===== src/verilog/scr_pkg.sv =====
/*
 * scr_pkg: constants and types of the system control registers.
 * assumes a 32-bit classic wishbone slave with word offsets.
 */
//------------------------------------------------------------
// Summary of operation
// id high upper nibble holds revision
// twelve bit part number over both id bytes
// wakeup bit7 flags timer timeout, read-only
// writing one to bit6 clears wakeup flag
// bit5 picks 1 kHz or 32 kHz/32
// bit4 gates the wakeup interrupt request
// period code 000 disables, else 8..1024 ticks
// software parks oscillator in stop with 000 and source 1
// supply bit7 flags low supply when enabled
// writing one to bit6 clears supply flag
// bit5 requests interrupt while supply flag set
// write-once bit4 forces reset on low supply
// bit3 keeps detector running during stop
// write-once bit2 enables the whole detector
// write-once bits take only first write
// bit0 enables the reference buffer
// debug pin enable only clears by software
// wakeup pending equals flag and enable
// supply pending equals flag, enable, detector
// timer counts ticks, flags, restarts; 000 clears
// reset clears controls, flags and write locks; debug pin enable resets to one
//------------------------------------------------------------
package scr_pkg;

    // register byte offsets
    localparam logic [7:0] SCR_ID_HIGH_OFF = 8'h00;
    localparam logic [7:0] SCR_ID_LOW_OFF  = 8'h04;
    localparam logic [7:0] SCR_WAKE_OFF    = 8'h08;
    localparam logic [7:0] SCR_SUPPLY_OFF  = 8'h0C;
    localparam logic [7:0] SCR_OPTION_OFF  = 8'h10;
    localparam logic [7:0] SCR_PENDING_OFF = 8'h14;

    // identity values, arbitrary
    localparam logic [3:0]  SCR_REVISION = 4'h1;
    localparam logic [11:0] SCR_PART_NUM = 12'h5A3;

    // field positions
    localparam int SCR_FLAG_BIT  = 7;
    localparam int SCR_CLEAR_BIT = 6;
    localparam int SCR_SRC_BIT   = 5;
    localparam int SCR_DEBUG_BIT = 1;

    // reset values
    localparam logic SCR_DEBUG_RST = 1'b1;

    // timing counts
    localparam logic [4:0] SCR_DIV_LAST = 5'h1F;
    localparam logic [9:0] SCR_P1 = 10'h007;
    localparam logic [9:0] SCR_P2 = 10'h01F;
    localparam logic [9:0] SCR_P3 = 10'h03F;
    localparam logic [9:0] SCR_P4 = 10'h07F;
    localparam logic [9:0] SCR_P5 = 10'h0FF;
    localparam logic [9:0] SCR_P6 = 10'h1FF;
    localparam logic [9:0] SCR_P7 = 10'h3FF;

    // wakeup control fields
    typedef struct packed {
        logic       src;
        logic       ie;
        logic [2:0] sel;
    } scr_wake_t;

    // supply monitor control fields
    typedef struct packed {
        logic ie;
        logic re;
        logic se;
        logic de;
        logic bg;
    } scr_supply_t;

endpackage : scr_pkg


===== src/verilog/scr_top.sv =====
/*
 * scr_top: system id, wakeup timer and supply monitor registers.
 * assumes classic wishbone master on clk_i; tick and trip pins
 * are asynchronous and are synchronised here.
 */
`timescale 1ns/1ns
`default_nettype none

module scr_top (
    input  wire logic        clk_i,
    input  wire logic        rst_i,
    input  wire logic        cyc_i,
    input  wire logic        stb_i,
    input  wire logic        we_i,
    input  wire logic [7:0]  adr_i,
    input  wire logic [3:0]  sel_i,
    input  wire logic [31:0] dat_i,
    output logic      [31:0] dat_o,
    output logic             ack_o,
    input  wire logic        tick_1khz_i,
    input  wire logic        clk_32khz_i,
    input  wire logic        trip_i,
    input  wire logic        stop_mode_i,
    output logic             wake_irq_o,
    output logic             supply_irq_o,
    output logic             supply_reset_o,
    output logic             ref_buf_en_o,
    output logic             debug_pin_en_o,
    output logic             osc_1khz_en_o
);
    import scr_pkg::*;

    //--------------------------------------------------------
    // state
    //--------------------------------------------------------
    logic [2:0]  s1k_reg;        // 1 kHz sync and edge
    logic [2:0]  s1k_next;
    logic [2:0]  s32_reg;        // 32 kHz sync and edge
    logic [2:0]  s32_next;
    logic [1:0]  strip_reg;      // trip sync
    logic [1:0]  strip_next;
    logic [4:0]  div_reg;        // divide by 32
    logic [4:0]  div_next;
    logic        div_tick_reg;   // trimmed 1 ms tick
    logic        div_tick_next;
    logic [9:0]  cnt_reg;        // period counter
    logic [9:0]  cnt_next;
    scr_wake_t   wake_reg;       // wakeup control
    scr_wake_t   wake_next;
    logic        wflag_reg;      // timeout flag
    logic        wflag_next;
    scr_supply_t sup_reg;        // supply control
    scr_supply_t sup_next;
    logic        sflag_reg;      // low supply flag
    logic        sflag_next;
    logic        lock_reg;       // write-once lock
    logic        lock_next;
    logic        dbg_reg;        // debug pin enable
    logic        dbg_next;
    logic        ack_reg;
    logic        ack_next;
    logic [31:0] dat_reg;
    logic [31:0] dat_next;
    logic        wirq_reg;
    logic        wirq_next;
    logic        sirq_reg;
    logic        sirq_next;
    logic        srst_reg;
    logic        srst_next;
    logic        osc_reg;
    logic        osc_next;

    //--------------------------------------------------------
    // combinational helpers
    //--------------------------------------------------------
    logic        tick;           // selected tick
    logic [9:0]  last;           // terminal count
    logic        wr;             // write at ack edge
    logic        det_on;         // detector running
    logic        wpend;
    logic        spend;
    logic [7:0]  rd;

    // terminal count for each period code
    always_comb begin
        case (wake_reg.sel)
            3'h1:    last = SCR_P1;
            3'h2:    last = SCR_P2;
            3'h3:    last = SCR_P3;
            3'h4:    last = SCR_P4;
            3'h5:    last = SCR_P5;
            3'h6:    last = SCR_P6;
            3'h7:    last = SCR_P7;
            default: last = 10'h000;
        endcase
    end

    // pending terms and detector activity
    always_comb begin
        // pending terms
        wpend  = wflag_reg & wake_reg.ie;
        spend  = sflag_reg & sup_reg.ie & sup_reg.de;
        // enabled detector runs unless stopped without stop enable
        det_on = sup_reg.de & (~stop_mode_i | sup_reg.se);
        // tick source select
        tick   = wake_reg.src ? div_tick_reg : (s1k_reg[1] & ~s1k_reg[2]);
        // write strobe on the low byte lane
        wr     = ack_reg & cyc_i & stb_i & we_i & sel_i[0];
    end

    // read mux
    always_comb begin
        case (adr_i)
            SCR_ID_HIGH_OFF: rd = {SCR_REVISION, SCR_PART_NUM[11:8]};
            SCR_ID_LOW_OFF:  rd = SCR_PART_NUM[7:0];
            SCR_WAKE_OFF:    rd = {wflag_reg, 1'b0, wake_reg.src,
                                   wake_reg.ie, 1'b0, wake_reg.sel};
            SCR_SUPPLY_OFF:  rd = {sflag_reg & sup_reg.de, 1'b0,
                                   sup_reg.ie, sup_reg.re, sup_reg.se,
                                   sup_reg.de, 1'b0, sup_reg.bg};
            SCR_OPTION_OFF:  rd = {6'h00, dbg_reg, 1'b0};
            SCR_PENDING_OFF: rd = {6'h00, wpend, spend};
            default:         rd = 8'h00;
        endcase
    end

    //--------------------------------------------------------
    // bus slave
    //--------------------------------------------------------
    // one wait state, ack for any address, unmapped reads zero
    always_comb begin
        ack_next = cyc_i & stb_i & ~ack_reg;
        dat_next = ack_next ? {24'h000000, rd} : 32'h00000000;
    end

    //--------------------------------------------------------
    // tick generation
    //--------------------------------------------------------
    // synchronisers; the first stage feeds only the second
    always_comb begin
        s1k_next      = {s1k_reg[1:0], tick_1khz_i};
        s32_next      = {s32_reg[1:0], clk_32khz_i};
        strip_next    = {strip_reg[0], trip_i};
        div_next      = div_reg;
        div_tick_next = 1'b0;
        // divide 32 kHz rises by 32
        if (s32_reg[1] & ~s32_reg[2]) begin
            div_next      = div_reg + 5'h01;
            div_tick_next = (div_reg == SCR_DIV_LAST);
        end
    end

    //--------------------------------------------------------
    // wakeup timer
    //--------------------------------------------------------
    always_comb begin
        cnt_next   = cnt_reg;
        wake_next  = wake_reg;
        wflag_next = wflag_reg;
        // software clear first so a timeout wins
        if (wr && adr_i == SCR_WAKE_OFF) begin
            wake_next.src = dat_i[SCR_SRC_BIT];
            wake_next.ie  = dat_i[4];
            wake_next.sel = dat_i[2:0];
            if (dat_i[SCR_CLEAR_BIT]) begin
                wflag_next = 1'b0;
            end
        end
        // counter held clear while disabled
        if (wake_reg.sel == 3'h0) begin
            cnt_next = 10'h000;
        end else if (tick) begin
            if (cnt_reg >= last) begin
                cnt_next   = 10'h000;
                wflag_next = 1'b1;
            end else begin
                cnt_next = cnt_reg + 10'h001;
            end
        end
    end

    //--------------------------------------------------------
    // supply monitor and option bit
    //--------------------------------------------------------
    always_comb begin
        sup_next   = sup_reg;
        sflag_next = sflag_reg;
        lock_next  = lock_reg;
        dbg_next   = dbg_reg;
        if (wr && adr_i == SCR_SUPPLY_OFF) begin
            sup_next.ie = dat_i[5];
            sup_next.se = dat_i[3];
            sup_next.bg = dat_i[0];
            // write-once bits take the first write only
            if (!lock_reg) begin
                sup_next.re = dat_i[4];
                sup_next.de = dat_i[2];
                lock_next   = 1'b1;
            end
            if (dat_i[SCR_CLEAR_BIT]) begin
                sflag_next = 1'b0;
            end
        end
        // trip sets the flag only while detecting; set wins
        if (det_on && strip_reg[1]) begin
            sflag_next = 1'b1;
        end
        // debug pin enable can only be cleared
        if (wr && adr_i == SCR_OPTION_OFF && !dat_i[SCR_DEBUG_BIT]) begin
            dbg_next = 1'b0;
        end
    end

    //--------------------------------------------------------
    // output requests
    //--------------------------------------------------------
    always_comb begin
        wirq_next = wpend;
        sirq_next = spend;
        srst_next = sflag_reg & sup_reg.re & sup_reg.de;
        // oscillator parked with 000 and trimmed source in stop
        osc_next  = ~(stop_mode_i & wake_reg.src & (wake_reg.sel == 3'h0));
    end

    //--------------------------------------------------------
    // registers
    //--------------------------------------------------------
    always_ff @(posedge clk_i) begin
        if (rst_i) begin
            s1k_reg      <= 3'h0;
            s32_reg      <= 3'h0;
            strip_reg    <= 2'h0;
            div_reg      <= 5'h00;
            div_tick_reg <= 1'b0;
            cnt_reg      <= 10'h000;
            wake_reg     <= '0;
            wflag_reg    <= 1'b0;
            sup_reg      <= '0;
            sflag_reg    <= 1'b0;
            lock_reg     <= 1'b0;
            dbg_reg      <= SCR_DEBUG_RST;
            ack_reg      <= 1'b0;
            dat_reg      <= 32'h00000000;
            wirq_reg     <= 1'b0;
            sirq_reg     <= 1'b0;
            srst_reg     <= 1'b0;
            osc_reg      <= 1'b1;
        end else begin
            s1k_reg      <= s1k_next;
            s32_reg      <= s32_next;
            strip_reg    <= strip_next;
            div_reg      <= div_next;
            div_tick_reg <= div_tick_next;
            cnt_reg      <= cnt_next;
            wake_reg     <= wake_next;
            wflag_reg    <= wflag_next;
            sup_reg      <= sup_next;
            sflag_reg    <= sflag_next;
            lock_reg     <= lock_next;
            dbg_reg      <= dbg_next;
            ack_reg      <= ack_next;
            dat_reg      <= dat_next;
            wirq_reg     <= wirq_next;
            sirq_reg     <= sirq_next;
            srst_reg     <= srst_next;
            osc_reg      <= osc_next;
        end
    end

    // outputs straight from flip-flops
    assign dat_o          = dat_reg;
    assign ack_o          = ack_reg;
    assign wake_irq_o     = wirq_reg;
    assign supply_irq_o   = sirq_reg;
    assign supply_reset_o = srst_reg;
    assign ref_buf_en_o   = sup_reg.bg;
    assign debug_pin_en_o = dbg_reg;
    assign osc_1khz_en_o  = osc_reg;
endmodule : scr_top

`default_nettype wire


===== config.mk =====
export PLATFORM = sky130hd
export DESIGN_NAME = scr_top
export DESIGN_NICKNAME = d
export VERILOG_FILES = /design/src/verilog/scr_pkg.sv /design/src/verilog/scr_top.sv
export SDC_FILE = /design/constraint.sdc
export NUM_CORES = 1
export LEC_CHECK = 0
export ABC_AREA = 1
export BUFFER_PORTS_ARGS = -buffer_cell sky130_fd_sc_hd__buf_2
export CORE_MARGIN = 2
export CORE_UTILIZATION = 54
export DETAILED_ROUTE_END_ITERATION = 7
export GPL_TIMING_DRIVEN = 1
export PLACE_DENSITY = 0.89
export SLEW_MARGIN = 20
export SYNTH_ARGS = -nofsm -noshare
export SYNTH_HDL_FRONTEND = slang
export SYNTH_SLANG_ARGS = --single-unit
export TNS_END_PERCENT = 100

===== constraint.sdc =====
create_clock -name clk_i -period 3.9 [get_ports clk_i]
set_input_delay 0.195 -clock clk_i [delete_from_list [all_inputs] [get_ports clk_i]]
set_output_delay 0.195 -clock clk_i [all_outputs]
set_load 0.005 [all_outputs]

==> reports/results.tsv, run 1 <==
metric	value	unit
placed_cell_area	2745	um2
post-route-min-period	1847	ps
report.final.slew_viol_count	0	
clk_latency	310	ps
syn_avg_cell_area	7.450	um2
port_buffers	38	
core_area	4692	um2
drt-total-wl	4963	um
cts_buffers	5	
num_vias	2191	
critPathKind	reg -> reg	
dp_cells	437	
setup_tns	0	ps
cts_root_buffer	clkbuf_8	
grt_max_degree	20	
n_antenna_cell	0	
p_per_area	314.1	nW/um2
layout_commonest_cell	nand2_1	
drc	0	
synth_cells	352	
grt_pass1_vias	1906	
hold_viol_final	0	
yosys.area.top_type	dfxtp_1	
gp_congestion	0.9265	
synth_top_area_share	0.3817	
fillers	418	
rows	25	
avgViaCountPerCell	4.924	
die_w	73.69	um
fmax	541.4	MHz
cap_violations	0	
wl_met1	2110	um
io_pins	92	
fp.dieH	73.69	um
crit_arrival	2050	ps
area_growth	8.445	%
cts_tree	done	
stdcell_count	445	
dr.max_layer_used	met4	
grt-ovfl-total	0	
finalInstanceArea	2844	um2
die_area	5430	um2
nets	456	
hpwl	3817	um
wl_per_cell	11.15	um
clock-sinks	50	
first_pass_iters	6	
postCtsSetupBuffers	0	
cts_max_path_buffers	2	
finalCritPeriodShare	0.4736	
cp_data_required_time	4100	ps
hold_path.class	in -> reg	
largest_register_ffs	10	
ys_warn_count	0	
finClkSkew	8.978	ps
cts.hold.buffers_added	0	
rsz0062_at_grt	false	
drive_gt1_frac	0.1918	
status	complete, no violations	
clkSlewWorstSetupHoldPaths	90	ps
mostFrequentLayoutCells	nand2_1, nor2_1, dfxtp_1	
synthTopCellsByArea	dfxtp_1, nand2_1, buf_4	
vdd.ir_drop.worst	196.4	uV
initial_core_util	0.5589	
syn_area	2623	um2
antenna_found_initial	0	
grt_pass1_wl	8197	um
crit_fanout	10	
yosysSeqAreaShare	0.3817	
cts_resized	0	
holdWs	83.50	ps
ys_types	31	
critPathCaptureType	flop	
setup_violations	0	
met2_length	2506	um
antenna_left	0	
wl_met3	251	um
htree_levels	2	
p_total	0.8934	mW
ys_seq_elements	50	
power.leakage	1.289	nW
drtIter0Drc	168	
track_usage	0.1935	
start_kind	flop	
[final timing paths]
check	from	to	slack, ps	depth (start not counted)
max	wake_reg[0]$_SDFFE_PP0P_	cnt_reg[3]$_SDFFE_PP0P_	2050	12
max reg2reg	wake_reg[0]$_SDFFE_PP0P_	cnt_reg[3]$_SDFFE_PP0P_	2050	12
min	tick_1khz_i	s1k_reg[0]$_SDFF_PP0_	80	3
min reg2reg	strip_reg[0]$_SDFF_PP0_	strip_reg[1]$_SDFF_PP0_	410	2
[report_power, final]
| group | internal, mW | leakage (nW) | switching [mW] |
|---|---|---|---|
| registers | 0.516 | 0.405 | 0.00276 |
| logic | 0.0175 | 0.837 | 0.0348 |
| clock network | 0.146 | 0.0478 | 0.177 |
| total | 0.679 | 1.29 | 0.214 |
[cells in the mapped netlist]
cell	count
a31oi_1	1
buf_6	1
buf_4	26
nor2_4	6
conb_1	1
a21oi_1	15
clkbuf_2	1
nand2_1	62
inv_1	41
xnor2_1	6
nand3_1	27
nand2_2	3
ha_1	13
and3_1	1
dfxtp_1	50
xor2_1	2
o21ai_1	5
nor3_1	2
inv_2	5
nand4_1	5
buf_2	2
nand2_4	2
buf_1	1
mux2i_1	1
nor3_4	1
nor2_2	7
nor2_1	52
nand3_2	4
o21ai_0	7
a21o_1	1
clkinv_4	1
[routing by layer]
metal | global-route usage | up-vias
met5 | 0 | -
met4 | 0.08081 | 0
met3 | 0.05075 | 10
met2 | 0.3175 | 63
met1 | 0.2394 | 984
li1 | - | 1134
[critical path: stages (launching register included)]
cell	delay [ps]
dfxtp_1	410
nor3_4	320
inv_1	80
ha_1	270
inv_1	30
nand2_1	40
nand2_1	40
nand2_1	60
nand3_1	60
nand3_1	90
nand2_1	70
nand2_2	180
nor2_1	60
[layout make-up]
cell class | count | area [um2] | share of cell area
timing repair buffer | 38 | 190.2 | 0.06687
clock inverter | 2 | 16.27 | 0.005719
sequential | 50 | 1001 | 0.3520
clock buffer | 6 | 82.58 | 0.02904
multi-input combinational | 248 | 1305 | 0.4589
inverter | 47 | 181.4 | 0.06379
tap | 54 | 67.56 | 0.02376
[kinds of logic (layout without fill, tap and decap cells)]
logic type | count (synthesis) | count (layout) | share of synthesized area
flops | 50 | 50 | 0.3817
compound gates | 29 | 29 | 0.05677
xor+xnor | 8 | 8 | 0.02672
other cells | 1 | 25 | 0.001430
mux | 1 | 1 | 0.003817
fa+ha+maj | 13 | 13 | 0.06202
buf+inv | 78 | 93 | 0.1551
simple gates | 172 | 172 | 0.3125
[per-stage QoR]
stage	setup slack [ps]	util
after floorplan	2282	-
after global placement	2120	0.5851
final	2053	0.6061
after detailed placement	2084	0.5851
after CTS	2068	0.6061
after global routing	1849	0.6061
Note: power is estimated with default switching activity, not from simulation.
==> run 2, diff against run 1 <==
- CORE_UTILIZATION: 54 -> 50
- PLACE_DENSITY: 0.89 -> 0.84
- clock period: 3.9 -> 1.7 ns (I/O delays scaled with it)
==> reports/results.tsv, run 2 (synthesized netlist as in run 1, its figures left out) <==
metric	value	unit	change
port_buffers	38		unchanged
drtIter0Drc	152		was 168
crit_fanout	6		was 10
grt_use_met2	0.3168		was 0.3175
power.leakage	1.354	nW	was 1.289 nW
worst_path_most_repeated_cell	nand2_1		unchanged
stdcell_count	474		was 445
setup_tns	-232.4	ps	was 0 ps
cp_data_required_time	1960	ps	was 4100 ps
busiest_layer	met2		unchanged
drive_gt1_frac	0.2500		was 0.1918
placed_cell_area	2825	um2	was 2745 um2
fp.dieH	76.42	um	was 73.69 um
start_kind	flop		unchanged
nets	469		was 456
setup_ws	-39.71	ps	was 2053 ps
setup_violations	10		was 0
largest_register_ffs	10		unchanged
drt-total-wl	5229	um	was 4963 um
p_per_area	673.5	nW/um2	was 314.1 nW/um2
holdWs	21.94	ps	was 83.50 ps
track_usage	0.1744		was 0.1935
critPathKind	reg -> reg		unchanged
fin_util	0.5999		was 0.6061
cap_violations	0		unchanged
fmax	574.8	MHz	was 541.4 MHz
use_met1	0.1962		was 0.2394
grt_pass1_wl	8445	um	was 8197 um
die_w	76.42	um	was 73.69 um
report.final.slew_viol_count	0		unchanged
grtUsageMet3	0.04858		was 0.05075
cts_tree	done		unchanged
cts_buffers	5		unchanged
dp_worst_setup_slack	-65.71	ps	was 2084 ps
slowest_delay	380	ps	was 410 ps
io_pins	92		unchanged
hpwl	3821	um	was 3817 um
cts_root_buffer	clkbuf_8		unchanged
antenna_left	0		unchanged
finalInstanceArea	3044	um2	was 2844 um2
status	finished, violations left		was complete, no violations
grt-ovfl-total	0		unchanged
crit_arrival	2000	ps	was 2050 ps
cp_top_family	simple AND/OR/NAND/NOR gates		unchanged
hold_path.class	in -> reg		unchanged
layout_commonest_cell	nand2_1		unchanged
clk_latency	310	ps	about the same
vdd.ir_drop.worst	431.5	uV	was 196.4 uV
num_vias	2234		was 2191
drc	0		unchanged
grt_max_degree	19		was 20
rows	26		was 25
clkSlewWorstSetupHoldPaths	90	ps	about the same
clock-sinks	50		unchanged
grt_pass1_vias	2074		was 1906
antenna_found_initial	0		unchanged
critPathSlowestCell	dfxtp_4		was dfxtp_1
tightestPinTransition	547.5	ps	
dp_cells	461		was 437
path_cells	nor3_4, buf_4, ha_1, nand2_1, nand2_1, nand3_1, nand3_2, nand2_4, nand2_8, nor2_4		was nor3_4, inv_1, ha_1, inv_1, nand2_1, nand2_1, nand2_1, nand3_1, nand3_1, nand2_1, nand2_2, nor2_1
hold_viol_final	0		unchanged
gp_congestion	0.8867		was 0.9265
cts_max_path_buffers	2		unchanged
failed_checks	setup timing		
rsz0062_at_grt	true		was false
core_area	5075	um2	was 4692 um2
initial_core_util	0.5168		was 0.5589
critPathBufInv	1		was 2
area_growth	16.08	%	was 8.445%
htree_levels	2		unchanged
mostFrequentLayoutCells	nand2_1, dfxtp_1, nor2_1		was nand2_1, nor2_1, dfxtp_1
finClkSkew	6.706	ps	was 8.978 ps
finalCritPeriodShare	1.023		was 0.4736
first_pass_iters	4		was 6
die_area	5840	um2	was 5430 um2
p_total	2.050	mW	was 0.8934 mW
avgViaCountPerCell	4.713		was 4.924
max_slew_margin	0.6337		
critPathCaptureType	flop		unchanged
post-route-min-period	1740	ps	was 1847 ps
wl_per_cell	11.03	um	was 11.15 um
n_antenna_cell	0		unchanged
## run 2: worst min-delay path, stage by stage
cell	delay, ps
buf_2	90
o21ai_0	80
nand2_1	50
## run 2: report_power, final
part           internal [mW]  leakage, nW  switching [mW]
registers               1.18        0.406         0.00604
logic                 0.0481        0.899          0.0848
clock network          0.303       0.0491           0.427
total                   1.53         1.35           0.518
## run 2: per-layer routing
layer | vias up | share of wire
li1 | 1154 | -
met1 | 1013 | 0.41
met2 | 59 | 0.51
met3 | 8 | 0.057
met4 | 0 | 0.014
met5 | - | 0
## run 2: timing repair
action	4_1_cts	5_1_grt
hold buffers	3	0
pin swaps	1	8
endpoints found under the hold margin	3	0
setup endpoints to repair	11	11
cloned	0	1
resized for setup	4	20
buffers inserted	0	1
## run 2: final timing paths
path | to | cells past startpoint | slack [ps] | from
min | debug_pin_en_o$_SDFFE_PP1P_ | 3 | 20 | dat_i[1]
max | cnt_reg[0]$_SDFFE_PP0P_ | 10 | -40 | wake_reg[1]$_SDFFE_PP0P_
max reg2reg | cnt_reg[0]$_SDFFE_PP0P_ | 10 | -40 | wake_reg[1]$_SDFFE_PP0P_
min reg2reg | s1k_reg[1]$_SDFF_PP0_ | 2 | 410 | s1k_reg[0]$_SDFF_PP0_
## run 2: final cells by class
class	count	area [um2]
fill	463	2031
inverter	47	181.4
clock buffer	5	68.82
tap	70	87.58
sequential	50	1007
timing repair buffer	50	287.8
multi-input combinational	249	1385
clock inverter	3	26.28
==> run 3, diff against run 2 <==
- CORE_ASPECT_RATIO: unset -> 1.1
- PLACE_DENSITY: 0.84 -> 0.8
==> reports/results.tsv, run 3 (synthesized netlist as in run 1, its figures left out) <==
metric	value	unit	change
status	finished, violations left		unchanged
failed_checks	setup timing		unchanged
path_cells	buf_4, nand3_1, ha_1, a21o_1, nor2_1, nand3_4, nand2_4, nand2_4, nor2_2		was nor3_4, buf_4, ha_1, nand2_1, nand2_1, nand3_1, nand3_2, nand2_4, nand2_8, nor2_4
grt-ovfl-total	0		unchanged
grt_pass1_wl	8211	um	was 8445 um
critPathSlowestCell	dfxtp_4		unchanged
first_pass_iters	4		unchanged
htree_levels	2		unchanged
gp_congestion	0.8939		was 0.8867
nets	468		was 469
cp_data_required_time	1940	ps	was 1960 ps
initial_core_util	0.5210		was 0.5168
wl_per_cell	10.58	um	was 11.03 um
drtIter0Drc	91		was 152
antenna_found_initial	0		unchanged
start_kind	flop		unchanged
io_pins	92		unchanged
setup_ws	-4.407	ps	was -39.71 ps
rsz0062_at_grt	true		unchanged
hold_viol_final	0		unchanged
hold_path.class	in -> reg		unchanged
finalCritPeriodShare	1.003		was 1.023
cp_top_family	simple AND/OR/NAND/NOR gates		unchanged
setup_violations	3		was 10
cts_buffers	5		unchanged
drive_gt1_frac	0.2357		was 0.2500
crit_fanout	6		unchanged
post-route-min-period	1704	ps	was 1740 ps
rows	27		was 26
core_area	5034	um2	was 5075 um2
r2r-start	wake_reg[1]$_SDFFE_PP0P_		unchanged
avgViaCountPerCell	4.753		was 4.713
r2r_cells	9		was 10
crit_path_end	cnt_reg[1]$_SDFFE_PP0P_		was cnt_reg[0]$_SDFFE_PP0P_
cts_tree	done		unchanged
rrSetupSlack	-4	ps	was -40 ps
track_usage	0.1794		was 0.1744
hpwl	3750	um	was 3821 um
die_w	73.05	um	was 76.42 um
report.final.slew_viol_count	0		unchanged
worst_path_most_repeated_cell	nand2_4		was nand2_1
crit_arrival	1950	ps	was 2000 ps
crit_cells	9		was 10
setup_tns	-6.372	ps	was -232.4 ps
drt-total-wl	4877	um	was 5229 um
finClkSkew	12.17	ps	was 6.706 ps
grt_max_degree	19		unchanged
layout_commonest_cell	nand2_1		unchanged
drc	0		unchanged
cts_root_buffer	clkbuf_8		unchanged
holdPathStages	2		was 3
clkSlewWorstSetupHoldPaths	100	ps	was 90 ps
fp.dieH	79.96	um	was 76.42 um
clk_latency	310	ps	about the same
cp-startpoint	wake_reg[1]$_SDFFE_PP0P_		unchanged
fin_util	0.5981		was 0.5999
antenna_left	0		unchanged
p_per_area	681.2	nW/um2	was 673.5 nW/um2
power.leakage	1.363	nW	was 1.354 nW
clock-sinks	50		unchanged
port_buffers	38		unchanged
grt_pass1_vias	1957		was 2074
critPathBufInv	1		unchanged
p_total	2.051	mW	was 2.050 mW
critPathKind	reg -> reg		unchanged
fmax	586.7	MHz	was 574.8 MHz
num_vias	2191		was 2234
mostFrequentLayoutCells	nand2_1, nor2_1, dfxtp_1		was nand2_1, dfxtp_1, nor2_1
vdd.ir_drop.worst	627.1	uV	was 431.5 uV
n_antenna_cell	0		unchanged
cap_violations	0		unchanged
die_area	5841	um2	was 5840 um2
slowest_delay	390	ps	was 380 ps
rr_endpoint	cnt_reg[1]$_SDFFE_PP0P_		was cnt_reg[0]$_SDFFE_PP0P_
critPathCaptureType	flop		unchanged
cts_max_path_buffers	2		unchanged
largest_register_ffs	10		unchanged
fillers	441		was 463
area_growth	14.79	%	was 16.08%
[run 3: per-stage QoR]
step	setup slack, ps	area, um2	std cells	hold slack (ps)
floorplan	81.94	2713	376	178.7
global placement	-34.23	2795	447	289.0
detailed placement	-79.84	2795	447	297.1
CTS	-2.399	2948	459	28.08
global route	-166.9	3010	461	22.56
finish	-4.407	3010	461	28.37
[run 3: timing repair]
| item | in CTS | in global routing |
|---|---|---|
| resized for setup | 6 | 13 |
| hold endpoints to repair | 3 | 0 |
| gates cloned | 0 | 1 |
| setup endpoints to repair | 11 | 11 |
| hold buffers | 3 | 0 |
| setup buffers | 1 | 1 |
| pin swaps | 2 | 4 |
[run 3: worst min-delay path by stage]
stage                start                           to  slack, ps
2_1_floorplan  stop_mode_i     osc_1khz_en_o$_SDFF_PP1_        180
3_3_place_gp   tick_1khz_i        s1k_reg[0]$_SDFF_PP0_        290
3_5_place_dp   tick_1khz_i        s1k_reg[0]$_SDFF_PP0_        300
4_1_cts           dat_i[1]  debug_pin_en_o$_SDFFE_PP1P_         30
5_1_grt        stop_mode_i     osc_1khz_en_o$_SDFF_PP1_         20
6_report       stop_mode_i     osc_1khz_en_o$_SDFF_PP1_         30
[run 3: metal layers]
layer	share of wire	global-route usage	up-vias
met2	0.49	0.3144	45
met1	0.45	0.2114	987
met4	0.011	0.06296	0
met3	0.039	0.04040	6
li1	-	-	1153
met5	0	0	-
[run 3: worst register-to-register path, delay by kind of cell, from the launching register on]
family          cells  cell delay, ps
simple gates        6             660
compound gates      1             180
fa+ha+maj           1             300
buf+inv             1             110
flops               1             390
[run 3: report_power, final]
group          total [mW]  internal [mW]  switching (mW)
logic               0.131         0.0484          0.0824
clock network       0.734          0.308           0.426
registers            1.19           1.18         0.00607
total                2.05           1.54           0.514
[run 3: layout make-up]
cell class / instances / area, um2 / area share
multi-input cells: 249 / 1365 / 0.4534
flip-flops and latches: 50 / 1010 / 0.3354
repair buffers: 49 / 284.0 / 0.09435
inverters: 47 / 181.4 / 0.06027
well taps: 58 / 72.57 / 0.02411
clock buffers: 5 / 68.82 / 0.02286
clock inverters: 3 / 28.78 / 0.009559
